## src/core/pic_pkg.sv

```systemverilog
// Constants for the proximity interrupt configuration bank.
// Assumes a 20 MHz system clock and a byte-wide register port.
package pic_pkg;
  // Register offsets
  localparam logic [4:0] ADDR_LOW_LO = 5'h08;
  localparam logic [4:0] ADDR_LOW_HI = 5'h09;
  localparam logic [4:0] ADDR_HIGH_LO = 5'h0a;
  localparam logic [4:0] ADDR_HIGH_HI = 5'h0b;
  localparam logic [4:0] ADDR_PERS = 5'h0c;
  localparam logic [4:0] ADDR_WAIT_CFG = 5'h0d;
  localparam logic [4:0] ADDR_PULSE = 5'h0e;
  localparam logic [4:0] ADDR_CONTROL = 5'h0f;
  localparam logic [4:0] ADDR_REVISION = 5'h11;
  // Field positions
  localparam int PERS_LSB = 4;
  localparam int WAIT_LONG_BIT = 1;
  localparam int CTRL_LSB = 2;
  // Special function code for interrupt clear
  localparam logic [4:0] SF_PROX_CLEAR = 5'h05;
  // Values after reset
  localparam logic [15:0] THRESH_RESET = 16'h0000;
  localparam logic [7:0] BYTE_RESET = 8'h00;
  // Wait scale factors
  localparam logic [3:0] WAIT_SCALE_SHORT = 4'h1;
  localparam logic [3:0] WAIT_SCALE_LONG = 4'hc;
  // Pulse timing: rate in Hz, clock in Hz, derived cycle counts
  localparam int CLK_HZ = 20000000;
  localparam int PULSE_RATE_HZ = 62500;
  localparam int PULSE_PERIOD_CYC = CLK_HZ / PULSE_RATE_HZ;
  localparam int PULSE_HIGH_CYC = PULSE_PERIOD_CYC / 2;
  localparam logic [8:0] PERIOD_LAST = 9'(PULSE_PERIOD_CYC - 1);
  localparam logic [8:0] HIGH_LAST = 9'(PULSE_HIGH_CYC - 1);
  // Pulse train states, Gray along idle, high, low
  typedef enum logic [1:0]
  {
    PIC_IDLE = 2'b00,
    PIC_HIGH = 2'b01,
    PIC_LOW = 2'b11
  } pic_pulse_type;
endpackage

```

## src/core/pic_bank.sv

```systemverilog
// Register bank, interrupt persistence filter and emitter pulse train.
// Assumes the command decoder, front end and enable logic share clk_sys_i.
`timescale 1ns/100ps
`default_nettype none
module pic_bank #(
  parameter logic [3:0] DIE_REVISION = 4'h1 // Arbitrary value
)(
  input wire logic clk_sys_i,
  input wire logic resetn_i,
  input wire logic [4:0] reg_addr_i,
  input wire logic reg_wr_i,
  input wire logic [7:0] reg_wdata_i,
  output logic [7:0] reg_rdata_o,
  input wire logic sf_valid_i,
  input wire logic [4:0] sf_code_i,
  input wire logic prox_irq_mask_i,
  input wire logic low_drive_range_i,
  input wire logic prox_cycle_start_i,
  input wire logic prox_done_i,
  input wire logic [15:0] prox_result_i,
  output logic prox_irq_flag_o,
  output logic irq_o,
  output logic [3:0] persistence_count_o,
  output logic wait_long_select_o,
  output logic [3:0] wait_scale_o,
  output logic [1:0] emitter_drive_level_o,
  output logic low_drive_range_o,
  output logic [1:0] diode_select_o,
  output logic [1:0] prox_gain_select_o,
  output logic emitter_pulse_o,
  output logic pulse_busy_o
);
  typedef struct packed {
    logic [15:0] low_thr;
    logic [15:0] high_thr;
    logic [3:0] pers;
    logic wait_long_select;
    logic [3:0] wscale;
    logic [7:0] pulses;
    logic [1:0] drive;
    logic lowrng;
    logic [1:0] diode;
    logic [1:0] gain;
    logic [3:0] run_cnt;
    logic flag;
    logic irq;
    logic [7:0] rdata;
    pic_pkg::pic_pulse_type st;
    logic [7:0] left;
    logic [8:0] tmr;
    logic led;
    logic busy;
  } pic_state_type;

  pic_state_type q;
  pic_state_type next_q;
  logic out_range;
  logic clear_req;
  logic [3:0] run_inc;

  // Window test and clear decode
  assign out_range = (prox_result_i < q.low_thr) ||
                     (prox_result_i > q.high_thr);
  assign clear_req = sf_valid_i &&
                     (sf_code_i == pic_pkg::SF_PROX_CLEAR);
  assign run_inc = (q.run_cnt == 4'hf) ? q.run_cnt : q.run_cnt + 4'h1;

  // Next state of the whole bank
  always_comb
  begin
    next_q = q;
    // Register writes
    if (reg_wr_i)
    begin
      case (reg_addr_i)
        pic_pkg::ADDR_LOW_LO: next_q.low_thr[7:0] = reg_wdata_i;
        pic_pkg::ADDR_LOW_HI: next_q.low_thr[15:8] = reg_wdata_i;
        pic_pkg::ADDR_HIGH_LO: next_q.high_thr[7:0] = reg_wdata_i;
        pic_pkg::ADDR_HIGH_HI: next_q.high_thr[15:8] = reg_wdata_i;
        pic_pkg::ADDR_PERS:
          next_q.pers = reg_wdata_i[pic_pkg::PERS_LSB +: 4];
        pic_pkg::ADDR_WAIT_CFG:
          next_q.wait_long_select = reg_wdata_i[pic_pkg::WAIT_LONG_BIT];
        pic_pkg::ADDR_PULSE: next_q.pulses = reg_wdata_i;
        pic_pkg::ADDR_CONTROL:
        begin
          next_q.drive = reg_wdata_i[7:6];
          next_q.diode = reg_wdata_i[5:4];
          next_q.gain = reg_wdata_i[3:2];
        end
        default: ;
      endcase
    end
    next_q.wscale = next_q.wait_long_select ? pic_pkg::WAIT_SCALE_LONG :
                    pic_pkg::WAIT_SCALE_SHORT;
    next_q.lowrng = low_drive_range_i;
    // Interrupt clear, then a same-cycle event wins
    if (clear_req)
    begin
      next_q.flag = 1'b0;
      next_q.run_cnt = 4'h0;
    end
    if (prox_done_i)
    begin
      if (q.pers == 4'h0)
        next_q.flag = 1'b1;
      else if (out_range)
      begin
        next_q.run_cnt = run_inc;
        if (run_inc >= q.pers)
          next_q.flag = 1'b1;
      end
      else
        next_q.run_cnt = 4'h0;
    end
    next_q.irq = next_q.flag && prox_irq_mask_i;
    // Read data, reserved bits zero
    case (reg_addr_i)
      pic_pkg::ADDR_LOW_LO: next_q.rdata = next_q.low_thr[7:0];
      pic_pkg::ADDR_LOW_HI: next_q.rdata = next_q.low_thr[15:8];
      pic_pkg::ADDR_HIGH_LO: next_q.rdata = next_q.high_thr[7:0];
      pic_pkg::ADDR_HIGH_HI: next_q.rdata = next_q.high_thr[15:8];
      pic_pkg::ADDR_PERS: next_q.rdata = {next_q.pers, 4'h0};
      pic_pkg::ADDR_WAIT_CFG: next_q.rdata = {6'h00, next_q.wait_long_select, 1'b0};
      pic_pkg::ADDR_PULSE: next_q.rdata = next_q.pulses;
      pic_pkg::ADDR_CONTROL:
        next_q.rdata = {next_q.drive, next_q.diode, next_q.gain, 2'b00};
      pic_pkg::ADDR_REVISION: next_q.rdata = {4'h0, DIE_REVISION};
      default: next_q.rdata = 8'h00;
    endcase
    // Emitter pulse train
    case (q.st)
      pic_pkg::PIC_IDLE:
        if (prox_cycle_start_i && (q.pulses != 8'h00))
        begin
          next_q.st = pic_pkg::PIC_HIGH;
          next_q.left = q.pulses;
          next_q.tmr = 9'h000;
        end
      pic_pkg::PIC_HIGH:
      begin
        next_q.tmr = q.tmr + 9'h001;
        if (q.tmr == pic_pkg::HIGH_LAST)
          next_q.st = pic_pkg::PIC_LOW;
      end
      pic_pkg::PIC_LOW:
        if (q.tmr == pic_pkg::PERIOD_LAST)
        begin
          next_q.tmr = 9'h000;
          next_q.left = q.left - 8'h01;
          next_q.st = (q.left == 8'h01) ? pic_pkg::PIC_IDLE :
                      pic_pkg::PIC_HIGH;
        end
        else
          next_q.tmr = q.tmr + 9'h001;
      default: next_q.st = pic_pkg::PIC_IDLE;
    endcase
    next_q.led = (next_q.st == pic_pkg::PIC_HIGH);
    // Busy kept in its own flop so the output is registered
    next_q.busy = (next_q.st != pic_pkg::PIC_IDLE);
  end

  // State register with synchronous reset
  always_ff @(posedge clk_sys_i)
  begin
    if (!resetn_i)
    begin
      q <= '0;
      q.low_thr <= pic_pkg::THRESH_RESET;
      q.high_thr <= pic_pkg::THRESH_RESET;
      q.pulses <= pic_pkg::BYTE_RESET;
      q.wscale <= pic_pkg::WAIT_SCALE_SHORT;
      q.st <= pic_pkg::PIC_IDLE;
    end
    else
      q <= next_q;
  end

  // Outputs straight from the state register
  assign reg_rdata_o = q.rdata;
  assign prox_irq_flag_o = q.flag;
  assign irq_o = q.irq;
  assign persistence_count_o = q.pers;
  assign wait_long_select_o = q.wait_long_select;
  assign wait_scale_o = q.wscale;
  assign emitter_drive_level_o = q.drive;
  assign low_drive_range_o = q.lowrng;
  assign diode_select_o = q.diode;
  assign prox_gain_select_o = q.gain;
  assign emitter_pulse_o = q.led;
  assign pulse_busy_o = q.busy;
endmodule
`default_nettype wire

```

## config.mk

```make
export PLATFORM = sky130hd
export DESIGN_NAME = pic_bank
export DESIGN_NICKNAME = d
export VERILOG_FILES = /design/src/core/pic_pkg.sv /design/src/core/pic_bank.sv
export SDC_FILE = /design/constraint.sdc
export NUM_CORES = 1
export LEC_CHECK = 0
export ABC_AREA = 1
export BUFFER_PORTS_ARGS = -buffer_cell sky130_fd_sc_hd__clkbuf_2
export CORE_UTILIZATION = 35
export CTS_CLUSTER_SIZE = 20
export DETAILED_ROUTE_END_ITERATION = 8
export GPL_ROUTABILITY_DRIVEN = 0
export PLACE_DENSITY = 0.54
export SLEW_MARGIN = 20
export SYNTH_ARGS = -nofsm -noshare
export SYNTH_HDL_FRONTEND = slang
export SYNTH_SLANG_ARGS = --single-unit
```

## constraint.sdc

```tcl
create_clock -name clk_sys_i -period 3.35 [get_ports clk_sys_i]
set_input_delay 0.5025 -clock clk_sys_i [delete_from_list [all_inputs] [get_ports clk_sys_i]]
set_output_delay 0.5025 -clock clk_sys_i [all_outputs]
set_load 0.01 [all_outputs]
```

# Word level (Yosys, flattened, before mapping)
# Index checks and enable logic that the tools add are counted.
# Widths: inputs -> output; s select.
# word_totals
reg_bits	91
input_bits	42
output_inout_bits	28
wordCells	86
# classes
addsub	3
n_lt_le_gt_ge	3
eq_ne	19
n_mux	30
n_reduce_logical	12
# op_table
op	count
$pmux 8 s9	1
$eq 5x4->1 const B	8
$mux 8	5
$mux 37	1
$mux 4	7
$pmux 9 s3	1
$mux 10	2
$mux 19	1
$gt 16x16->1	1
$lt 16x16->1	1
$pmux 8 s2	1
$mux 5	2
$add 9x1->9 const B	1
$eq 9x8->1 const B	1
$eq 9x9->1 const B	1
$mux 9	1
$eq 8x1->1 const B	1
$reduce_bool 8->1	1
$sub 8x1->8 const B	1
$pmux 2 s3	1
$eq 5x3->1 const B	1
$eq 5x5->1 const B	1
$mux 1	5
$add 4x1->4 const B	1
14 further kinds	20

# Logic depth before layout (Yosys ltp)
# Gate-level depths: netlist of run 1.
# depth
depth_word	8
ltp_mapped	19

# Least setup slack after synthesis of run 1
# OpenSTA, ideal clock, no wires.
# synth_path
path_kind	flip-flop to flip-flop
start	register q[31] (netlist name)
end	register q, in the netlist irq_o
setup_ns	0.128
arrival_ns	1.929
required_ns	3.222
path_slack_ns	1.294
path_stages_with_launch	17
path_buffers	0
synth_period_minus_slack_ns	2.056
path_cell_list	dfxtp_1 ha_1 nand2_1 inv_1 nand2_1 mux2_2 ha_1 inv_1 nor2_1 o211ai_1 nand3_1 nand2_1 nand2_1 nand2_1 nand2_1 nand2_1 nor2_1
# synth_between
elab_chain_cells	8
# synth_rtl
element	line	source
start, declared	pic_bank.sv:55	pic_state_type q;
start signal, assigned	pic_bank.sv:176	q <= next_q;
$add 4x1->4 or $eq 4x4->1 (tied branches)	pic_bank.sv:66	assign run_inc = (q.run_cnt == 4'hf) ? q.run_cnt : q.run_cnt + 4'h1;
$mux 4 *	pic_bank.sv:66	
$ge 4x4->1 *	pic_bank.sv:110	if (run_inc >= q.pers)
$mux 1 *	pic_bank.sv:110	
$mux 1 *	pic_bank.sv:107	else if (out_range)
$mux 1 *	pic_bank.sv:105	if (q.pers == 4'h0)
$mux 5 *	pic_bank.sv:103	if (prox_done_i)
$logic_and 1x1->1 *	pic_bank.sv:116	next_q.irq = next_q.flag && prox_irq_mask_i;
# Mark *: on every way between the ends. The rest lies on a longest branch, timed or not.
# A chain may end at the register's enable or synchronous reset.

# Final worst setup path of run 1
# Same ends and word-level chain as after synthesis.

==> results of run 1 <==
## logic make-up after synthesis
logic type,share of synthesized area (%)
flip-flops,35.0
other,0.0744
AO/OA/AOI/OAI,15.6
adder cells (fa/ha/maj),9.69
AND/OR/NAND/NOR,24.4
multiplexers,1.02
XOR/XNOR,1.56
buffers and inverters,12.6
## Yosys cell counts (5+ instances only)
| master | instances | area (um2) |
|---|---|---|
| a21oi_1 | 37 | 185 |
| clkbuf_1 | 9 | 33.8 |
| inv_2 | 5 | 18.8 |
| o21ai_0 | 34 | 170 |
| o21ai_1 | 22 | 110 |
| nand4_1 | 7 | 43.8 |
| inv_1 | 98 | 368 |
| nand3_2 | 5 | 50.1 |
| ha_1 | 39 | 488 |
| a211oi_1 | 5 | 37.5 |
| o22ai_1 | 26 | 163 |
| nor2_1 | 99 | 372 |
| o211ai_1 | 6 | 45.0 |
| nand2_1 | 118 | 443 |
| xor2_1 | 6 | 52.6 |
| buf_4 | 23 | 173 |
| nand3_1 | 13 | 65.1 |
| dfxtp_1 | 88 | 1760 |
| nor3_1 | 9 | 45.0 |
| nand2_2 | 10 | 62.6 |
## worst min-delay path: stages
cell and delay [ns]:
clkbuf_2 0.08, nand2_1 0.04, inv_1 0.04
## sequential cells by signal (all words and copies together) (netlist names)
register and count:
diode_select_o 2, emitter_drive_level_o 2, emitter_pulse_o 1, irq_o 1, low_drive_range_o 1, persistence_count_o 4
prox_gain_select_o 2, prox_irq_flag_o 1, pulse_busy_o 1, q 63, reg_rdata_o 8, wait_scale_o 2
## path summary, 6_finish.rpt
kind / from / end / cells after the start
max: q[31] / irq_o / 16
min: low_drive_range_i / low_drive_range_o / 3
max reg2reg: q[31] / irq_o / 16
min reg2reg: prox_irq_flag_o / prox_irq_flag_o / 2
## area by class of cell
type | count | area [um2] | area share (%)
Clock buffer | 10 | 239 | 4.20
Multi-Input combinational cell | 473 | 2640 | 46.4
Inverter | 103 | 387 | 6.79
Sequential cell | 88 | 1760 | 30.9
Timing Repair Buffer | 69 | 360 | 6.33
Clock inverter | 6 | 82.6 | 1.45
Tap cell | 180 | 225 | 3.95
## power groups by stage
| stage | sequential [mW] | combinational (mW) | clock [mW] |
|---|---|---|---|
| CTS | 1.07 | 0.230 | 1.13 |
| finish | 1.07 | 0.230 | 1.10 |
| floorplan | 1.09 | 0.141 | 0 |
| global route | 1.07 | 0.262 | 1.16 |
| global placement | 1.09 | 0.224 | 0 |
| detailed placement | 1.09 | 0.229 | 0 |
## metrics by stage
step | setup WS, ns | instance area (um2)
floorplan | 1.29 | 5040
global placement | 0.990 | 5370
detailed placement | 0.972 | 5370
CTS | 1.08 | 5700
global route | 0.885 | 5700
finish | 1.09 | 5700
## metal layers
metal / track usage, % / up-vias / share of wire [%]
li1: - / 2352 / -
met1: 27.2 / 2063 / 50
met2: 30.3 / 137 / 43
met3: 4.03 / 12 / 5.6
met4: 6.25 / 0 / 1.4
met5: 0 / - / 0
==> results.py, run 1 <==
metrics = {
    "outcome": {
        "outcome": "finished clean",
    },
    "yosys": {
        "synth_fp_nets": 783,
        "synth_seq_area_share_pct": 35.0,
        "synth-async-reset-ratio_pct": 0,
        "synth-edff-count": 0,
        "syn_inst": 702,
        "synth_ff_type": "dfxtp_1",
        "syn_area_per_cell_um2": 7.18,
        "syn-cell-area_um2": 5040,
        "synth_seq_cells": 88,
        "yosysWarnings": 0,
        "synthDistinctLibCells": 40,
    },
    "sta": {
        "setup_viol": 0,
        "fmax_ghz": 0.443,
        "maxSlewViolCount": 0,
        "rsz0062_at_grt": "no",
        "fin_crit_sh_pct": 67.4,
        "setup-tns-final_ns": 0,
        "whs_ns": 0.332,
        "fin_crit_ns": 2.26,
        "slew_headroom_pct": 48.2,
        "skew_ns": 0.00537,
        "finalHoldViolations": 0,
        "worst_pin_slew_ns": 0.776,
    },
    "layout": {
        "fin_util_pct": 40.9,
        "final_cell_mix": "nand2_1, nor2_1, inv_1, dfxtp_1, clkbuf_2",
        "diodes": 0,
        "stdcell_count": 929,
        "synthToLayoutAreaGrowth_pct": 13.1,
        "final_layout_size_suffix_gt1_share_pct": 16.2,
        "final_common_cell": "nand2_1",
        "final_nets": 825,
        "fillers": 1443,
    },
    "pwr": {
        "seq_power_share_pct": 44.5,
        "leakagePower_nw": 2.67,
        "vdd_drop_max_mv": 0.332,
        "p_total_mw": 2.40,
        "switchingPower_uw": 591,
        "switching_share_pct": 24.6,
        "p_comb_share_pct": 9.6,
        "pwr-share-clk_pct": 45.9,
        "powerDensity_nw_per_um2": 421,
        "p_int_mw": 1.81,
    },
    "drt": {
        "via_per_inst": 4.91,
        "drtAntennaViolNets": 0,
        "wl_um": 13700,
        "post_drt_wl_per_cell_um": 14.7,
        "first_pass_iters": 5,
        "drt_iter0_markers": 327,
        "route.detailed.drc": 0,
        "via_count": 4564,
    },
    "worst_setup_path": {
        "crit_path_max_incr_delay_ns": 0.37,
        "crit_chain": "ha_1, nand2_1, inv_1, nand2_1, mux2_2, ha_1, inv_1, nor2_1, o211ai_1, nand3_1, nand2_1, nand2_1, nand2_1, nand2_1, nand2_1, nor2_1",
        "critPathBufInv": 2,
        "crit_family": "simple AND/OR/NAND/NOR gates",
        "cpMostUsedCell": "nand2_1",
        "crit_slowest_cell": "mux2_2",
        "start_kind": "register",
        "r2r_setup_slack_ns": 1.09,
        "end_kind": "register",
        "crit_type": "register to register",
        "cp_max_fo": 4,
        "crit_arrival_ns": 2.47,
        "worst-endpoint-required_ns": 3.56,
    },
    "global_routing": {
        "grt_pass1_vias": 4289,
        "grt_use_total_pct": 19.6,
        "grt_start_max_net_pins": 44,
        "grt_pass1_wl_um": 22200,
        "antenna_found_initial": 0,
        "overflow": 0,
    },
    "placement": {
        "portBuffers": 68,
        "place_inst": 913,
        "place_hpwl_um": 10600,
    },
    "clocking": {
        "ctsHoldBuffers": 0,
        "root_buffer": "clkbuf_16",
        "clk_pin_slew_worst_paths_ns": 0.06,
        "cts_setup_buffers": 0,
        "insertion_delay_ns": 0.35,
        "cts_tree": "built",
        "cts.repair.resized": 0,
        "cts_buffer_depth": 2,
        "h-tree-depth": 3,
        "numCtsBuffers": 9,
        "clock-sinks": 88,
    },
    "flow_run": {
        "drv_cap": 0,
    },
    "floorplan": {
        "die_h_um": 122,
        "dieArea_um2": 14900,
        "floorplan.initialDensity_pct": 36.1,
        "pin_count": 70,
        "core_region_area_um2": 13900,
        "die_w_um": 122,
        "rows": 43,
    },
    "hold_path": {
        "hold_path.class": "input port to register",
    },
}
(Power assumes the default switching activity.)
==> run 2: changes to the inputs <==
- PLACE_DENSITY: 0.54 -> 0.56
- clock period: 3.35 -> 2 ns (I/O delays scaled with it)
==> run 2 against run 1 <==
Net effect: the flow now finishes with violations (negative setup slack); via count up 1.4%; clock skew increased by 0.0050 ns; wire length is 3.0% lower; critical path depth is the same; maximum frequency grew 12%; non-clock buffer count up 15; sequential power up 67%; combinational power is 73% higher; power rose by 69%; first-iteration DRC count down 1.8%; cell count is 1.6% higher; largest power group unchanged.
==> results.py, run 2 (same netlist as run 1, synthesis figures left out) <==
metrics = {
    "outcome": {
        "outcome": "finished with violations",
        "violations": "negative setup slack",
    },
    "pwr": {
        "switchingPower_uw": 998,
        "powerDensity_nw_per_um2": 690,
        "p_int_mw": 3.05,
        "p_comb_share_pct": 9.8,
        "vdd_drop_max_mv": 0.335,
        "seq_power_share_pct": 44.2,
        "pwr-share-clk_pct": 45.9,
        "leakagePower_nw": 2.73,
        "switching_share_pct": 24.6,
    },
    "layout": {
        "final_nets": 840,
        "stdcell_count": 944,
        "final_layout_size_suffix_gt1_share_pct": 19.5,
        "largest_register_ffs": 63,
        "final_common_cell": "nand2_1",
        "synthToLayoutAreaGrowth_pct": 16.6,
        "diodes": 0,
        "final_cell_mix": "nand2_1, nor2_1, inv_1, dfxtp_1, clkbuf_2",
        "largest-register": "q",
        "design_area_um2": 5870,
    },
    "global_routing": {
        "use_met1_pct": 25.5,
        "grt_pass1_vias": 4230,
        "grt_pass1_wl_um": 21400,
        "antenna_found_initial": 0,
        "busiest_layer": "met2",
        "grt_use_total_pct": 18.9,
        "use_met2_pct": 29.1,
        "overflow": 0,
        "grt_use_met3_pct": 4.07,
        "grt_start_max_net_pins": 38,
    },
    "floorplan": {
        "die_w_um": 122,
        "dieArea_um2": 14900,
        "die_h_um": 122,
        "floorplan.initialDensity_pct": 36.1,
        "core_region_area_um2": 13900,
        "pin_count": 70,
        "rows": 43,
    },
    "clocking": {
        "clock-sinks": 88,
        "root_buffer": "clkbuf_16",
        "insertion_delay_ns": 0.35,
        "cts_tree": "built",
        "h-tree-depth": 3,
        "cts_buffer_depth": 2,
        "ctsHoldBuffers": 0,
        "numCtsBuffers": 9,
        "clk_pin_slew_worst_paths_ns": 0.06,
    },
    "worst_setup_path": {
        "cpMostUsedCell": "nand2_1",
        "cp_max_fo": 2,
        "crit_arrival_ns": 2.24,
        "crit_chain": "ha_4, nand2_2, inv_2, nand2_2, mux2_4, ha_4, inv_2, nor2_2, o211ai_1, nand3_1, nand2_1, nand2_1, nand2_1, nand2_1, nand2_1, nor2_1",
        "crit_slowest_cell": "dfxtp_2",
        "worst-endpoint-required_ns": 2.22,
        "crit_type": "register to register",
        "end_kind": "register",
        "crit_path_max_incr_delay_ns": 0.35,
        "start_kind": "register",
    },
    "sta": {
        "fmax_ghz": 0.495,
        "finalHoldViolations": 0,
        "fin_crit_ns": 2.02,
        "rsz0062_at_grt": "yes",
        "setup_viol": 1,
        "setup-tns-final_ns": -0.0198,
        "maxSlewViolCount": 0,
        "setup_ws_ns": -0.0198,
        "skew_ns": 0.0104,
        "worst_pin_slew_ns": 0.583,
        "whs_ns": 0.136,
        "fin_crit_sh_pct": 101,
        "slew_headroom_pct": 60.8,
    },
    "drt": {
        "post_drt_wl_per_cell_um": 14.1,
        "via_per_inst": 4.90,
        "wl_um": 13300,
        "route.detailed.drc": 0,
        "drtAntennaViolNets": 0,
        "via_count": 4626,
        "drt_iter0_markers": 321,
        "first_pass_iters": 5,
    },
    "hold_path": {
        "hold_path.class": "input port to register",
    },
    "placement": {
        "pre_cts_slack_ns": -0.159,
        "place_area_um2": 5460,
        "place_inst": 924,
        "place_hpwl_um": 10200,
        "portBuffers": 68,
    },
    "flow_run": {
        "drv_cap": 0,
    },
}
-- run 2: through the flow --
step	utilization, %	power, mW
after floorplan	-	2.07
after global placement	39.2	2.21
after detailed placement	39.2	2.22
after CTS	41.9	4.10
after global routing	42.2	4.23
final	42.2	4.05
-- run 2: final cells by class --
type,instances,area (um2)
clock inverters,6,91.3
flip-flops and latches,88,1770
inverters,103,387
well taps,180,225
multi-input cells,473,2690
repair buffers,84,473
clock buffers,10,239
fillers,1403,8060
-- run 2: worst paths after layout --
path,start,endpoint,slack (ns),cells past startpoint
worst max-delay path,q[31],irq_o,-0.02,16
worst min-delay path,low_drive_range_i,low_drive_range_o,0.14,3
worst min register to register,q[2],q[2],0.47,1
worst max register to register,q[31],irq_o,-0.02,16
-- run 2: layer usage --
layer	share of wire, %	vias to the layer above
met1	48	2117
li1	-	2383
met2	44	109
met3	5.2	17
met4	2.1	0
met5	0	-
-- run 2: power by group through the flow --
stage | Sequential [mW] | Clock, mW | Combinational (mW)
2_1_floorplan | 1.83 | 0 | 0.236
3_3_place_gp | 1.83 | 0 | 0.380
3_5_place_dp | 1.83 | 0 | 0.390
4_1_cts | 1.79 | 1.91 | 0.396
5_1_grt | 1.79 | 1.99 | 0.451
6_report | 1.79 | 1.86 | 0.399
-- run 2: timing repair --
item / in CTS / in global routing
pin swaps: 3 / 6
hold endpoints to repair: 0 / 0
setup endpoints to repair: 2 / 17
setup buffers: 2 / 2
resized for setup: 8 / 6
-- run 2: critical path, delay by kind of cell, from the launching register on --
family / cells / cell delay (ns)
and+or+nand+nor: 10 / 0.57
adders and majority gates: 2 / 0.36
muxes: 1 / 0.32
AOI/OAI and AO/OA: 1 / 0.17
buffers and inverters: 2 / 0.11
DFF: 1 / 0.35
==> run 3: changes to the inputs <==
- CORE_UTILIZATION: 35 -> 50
- PLACE_DENSITY: 0.56 -> 0.75
- SETUP_SLACK_MARGIN: not set -> 0.4
==> run 3 against run 2 <==
Net effect: the run now ends clean; die area shrank 30%; utilization grew 21 points; register-to-register slack gained 0.05 ns; via count grew 7.5%; cell count shrank 4.1%; count of clock-buffer cells in the layout shrank 1; worst setup slack gained 0.048 ns; maximum frequency grew 2.4%; wire length grew 6.5%; sequential cell count is the same; global-route usage grew 8.7 points; critical path type unchanged; highest routed layer unchanged.
==> results.py, run 3 (same netlist as run 1, synthesis figures left out) <==
metrics = {
    "outcome": {
        "outcome": "finished clean",
    },
    "pwr": {
        "switchingPower_mw": 1.04,
        "switching_share_pct": 27.9,
        "pwr-share-clk_pct": 38.6,
        "vdd_drop_max_mv": 0.396,
        "powerDensity_nw_per_um2": 599,
        "p_int_mw": 2.68,
        "p_comb_share_pct": 13.2,
        "p_total_mw": 3.72,
        "leakagePower_nw": 2.86,
        "seq_power_share_pct": 48.2,
    },
    "sta": {
        "slew_headroom_pct": 61.9,
        "setup_viol": 0,
        "skew_ns": 0.0125,
        "finalHoldViolations": 0,
        "fin_crit_ns": 1.97,
        "fmax_ghz": 0.507,
        "rsz0062_at_grt": "yes",
        "setup_ws_ns": 0.0280,
        "maxSlewViolCount": 0,
        "setup-tns-final_ns": 0,
        "whs_ns": 0.0994,
        "worst_pin_slew_ns": 0.571,
        "fin_crit_sh_pct": 98.6,
    },
    "floorplan": {
        "rows": 36,
        "dieArea_um2": 10500,
        "floorplan.initialDensity_pct": 51.5,
        "die_h_um": 102,
        "die_w_um": 102,
        "pin_count": 70,
        "core_region_area_um2": 9770,
    },
    "placement": {
        "portBuffers": 68,
        "pre_cts_slack_ns": -0.0208,
        "place_hpwl_um": 9820,
        "place_area_um2": 5410,
        "place_inst": 873,
    },
    "global_routing": {
        "grt_pass1_wl_um": 22200,
        "grt_pass1_vias": 4775,
        "grt_start_max_net_pins": 33,
        "overflow": 0,
        "grt_use_total_pct": 27.6,
        "antenna_found_initial": 0,
    },
    "worst_setup_path": {
        "r2r_setup_slack_ns": 0.03,
        "start_kind": "register",
        "startpoint": "q[31]",
        "crit_arrival_ns": 2.25,
        "crit_type": "register to register",
        "worstReg2RegStart": "q[31]",
        "end_kind": "register",
        "cp_max_fo": 2,
        "worst-endpoint-required_ns": 2.28,
    },
    "layout": {
        "synthToLayoutAreaGrowth_pct": 23.2,
        "final_nets": 848,
        "fin_util_pct": 63.5,
        "largest_register_ffs": 63,
        "ff_latch_area_um2": 1780,
        "multi_input_area_um2": 3100,
        "stdcell_count": 905,
        "final_layout_size_suffix_gt1_share_pct": 29.4,
        "largest-register": "q",
        "fillers": 848,
        "diodes": 0,
        "final_cell_mix": "nand2_1, nor2_1, inv_1, dfxtp_1, clkbuf_2",
        "final_common_cell": "nand2_1",
        "design_area_um2": 6210,
    },
    "clocking": {
        "root_buffer": "clkbuf_8",
        "h-tree-depth": 3,
        "cts_buffer_depth": 2,
        "ctsHoldBuffers": 0,
        "clk_pin_slew_worst_paths_ns": 0.09,
        "insertion_delay_ns": 0.38,
        "clock-sinks": 88,
        "numCtsBuffers": 9,
        "cts_tree": "built",
    },
    "drt": {
        "first_pass_iters": 6,
        "via_per_inst": 5.50,
        "wl_um": 14100,
        "drt_iter0_markers": 344,
        "post_drt_wl_per_cell_um": 15.6,
        "drtAntennaViolNets": 0,
        "via_count": 4974,
        "route.detailed.drc": 0,
    },
    "hold_path": {
        "min_from": "low_drive_range_i",
        "hold_path.class": "input port to register",
    },
    "flow_run": {
        "drv_cap": 0,
    },
}
-- run 3: changes by cell type in the layout (fill, tap and decap cells not counted), moves of 8 or more --
cell and change:
nand2_1 -14, dfxtp_1 -9, nand2_2 +9, ha_1 -10, ha_4 +11, o21ai_0 -12, clkbuf_8 +8, clkbuf_16 -9
dfxtp_2 +8
-- run 3: path summary, 6_finish.rpt --
path,to,depth (start not counted)
worst max-delay path,irq_o,16
worst min-delay path,low_drive_range_o,3
worst max register to register,irq_o,16
worst min register to register,prox_irq_flag_o,2
-- run 3: metal layers --
metal | share of wire [%] | GRT usage [%] | wire (um)
met5 | 0 | 0 | 0
met2 | 47 | 46.8 | 6680
met1 | 42 | 33.7 | 5890
met4 | 3.1 | 10.1 | 434
met3 | 8.0 | 6.98 | 1130
-- run 3: final cells by class --
| type | instances | share of cell area (%) |
|---|---|---|
| Timing Repair Buffer | 91 | 8.71 |
| Multi-Input combinational cell | 474 | 49.9 |
| Tap cell | 133 | 2.68 |
| Inverter | 103 | 6.43 |
| Clock inverter | 7 | 1.65 |
| Sequential cell | 88 | 28.7 |
| Clock buffer | 9 | 2.00 |
-- run 3: power by group through the flow --
stage	Sequential [mW]	Clock [mW]	Combinational, mW
floorplan	1.83	0	0.239
global placement	1.83	0	0.371
detailed placement	1.83	0	0.387
CTS	1.79	1.44	0.445
global route	1.79	1.52	0.544
finish	1.79	1.43	0.492
-- run 3: what timing repair did --
| action | CTS | global route |
|---|---|---|
| gates cloned | 1 | 0 |
| gates resized for setup | 63 | 47 |
| buffers inserted | 11 | 4 |
| endpoints found under the setup margin | 26 | 33 |
| pin swaps | 21 | 12 |
-- run 3: critical path, stage by stage, from the launching register on --
cell,delay [ns]
dfxtp_2,0.37
ha_4,0.14
nand2_2,0.05
inv_2,0.06
nand2_2,0.06
mux2_4,0.34
ha_4,0.23
inv_2,0.05
nor2_2,0.02
o211ai_1,0.15
nand3_1,0.09
nand2_1,0.07
nand2_1,0.04
nand2_1,0.06
nand2_1,0.05
nand2_1,0.05
nor2_1,0.03
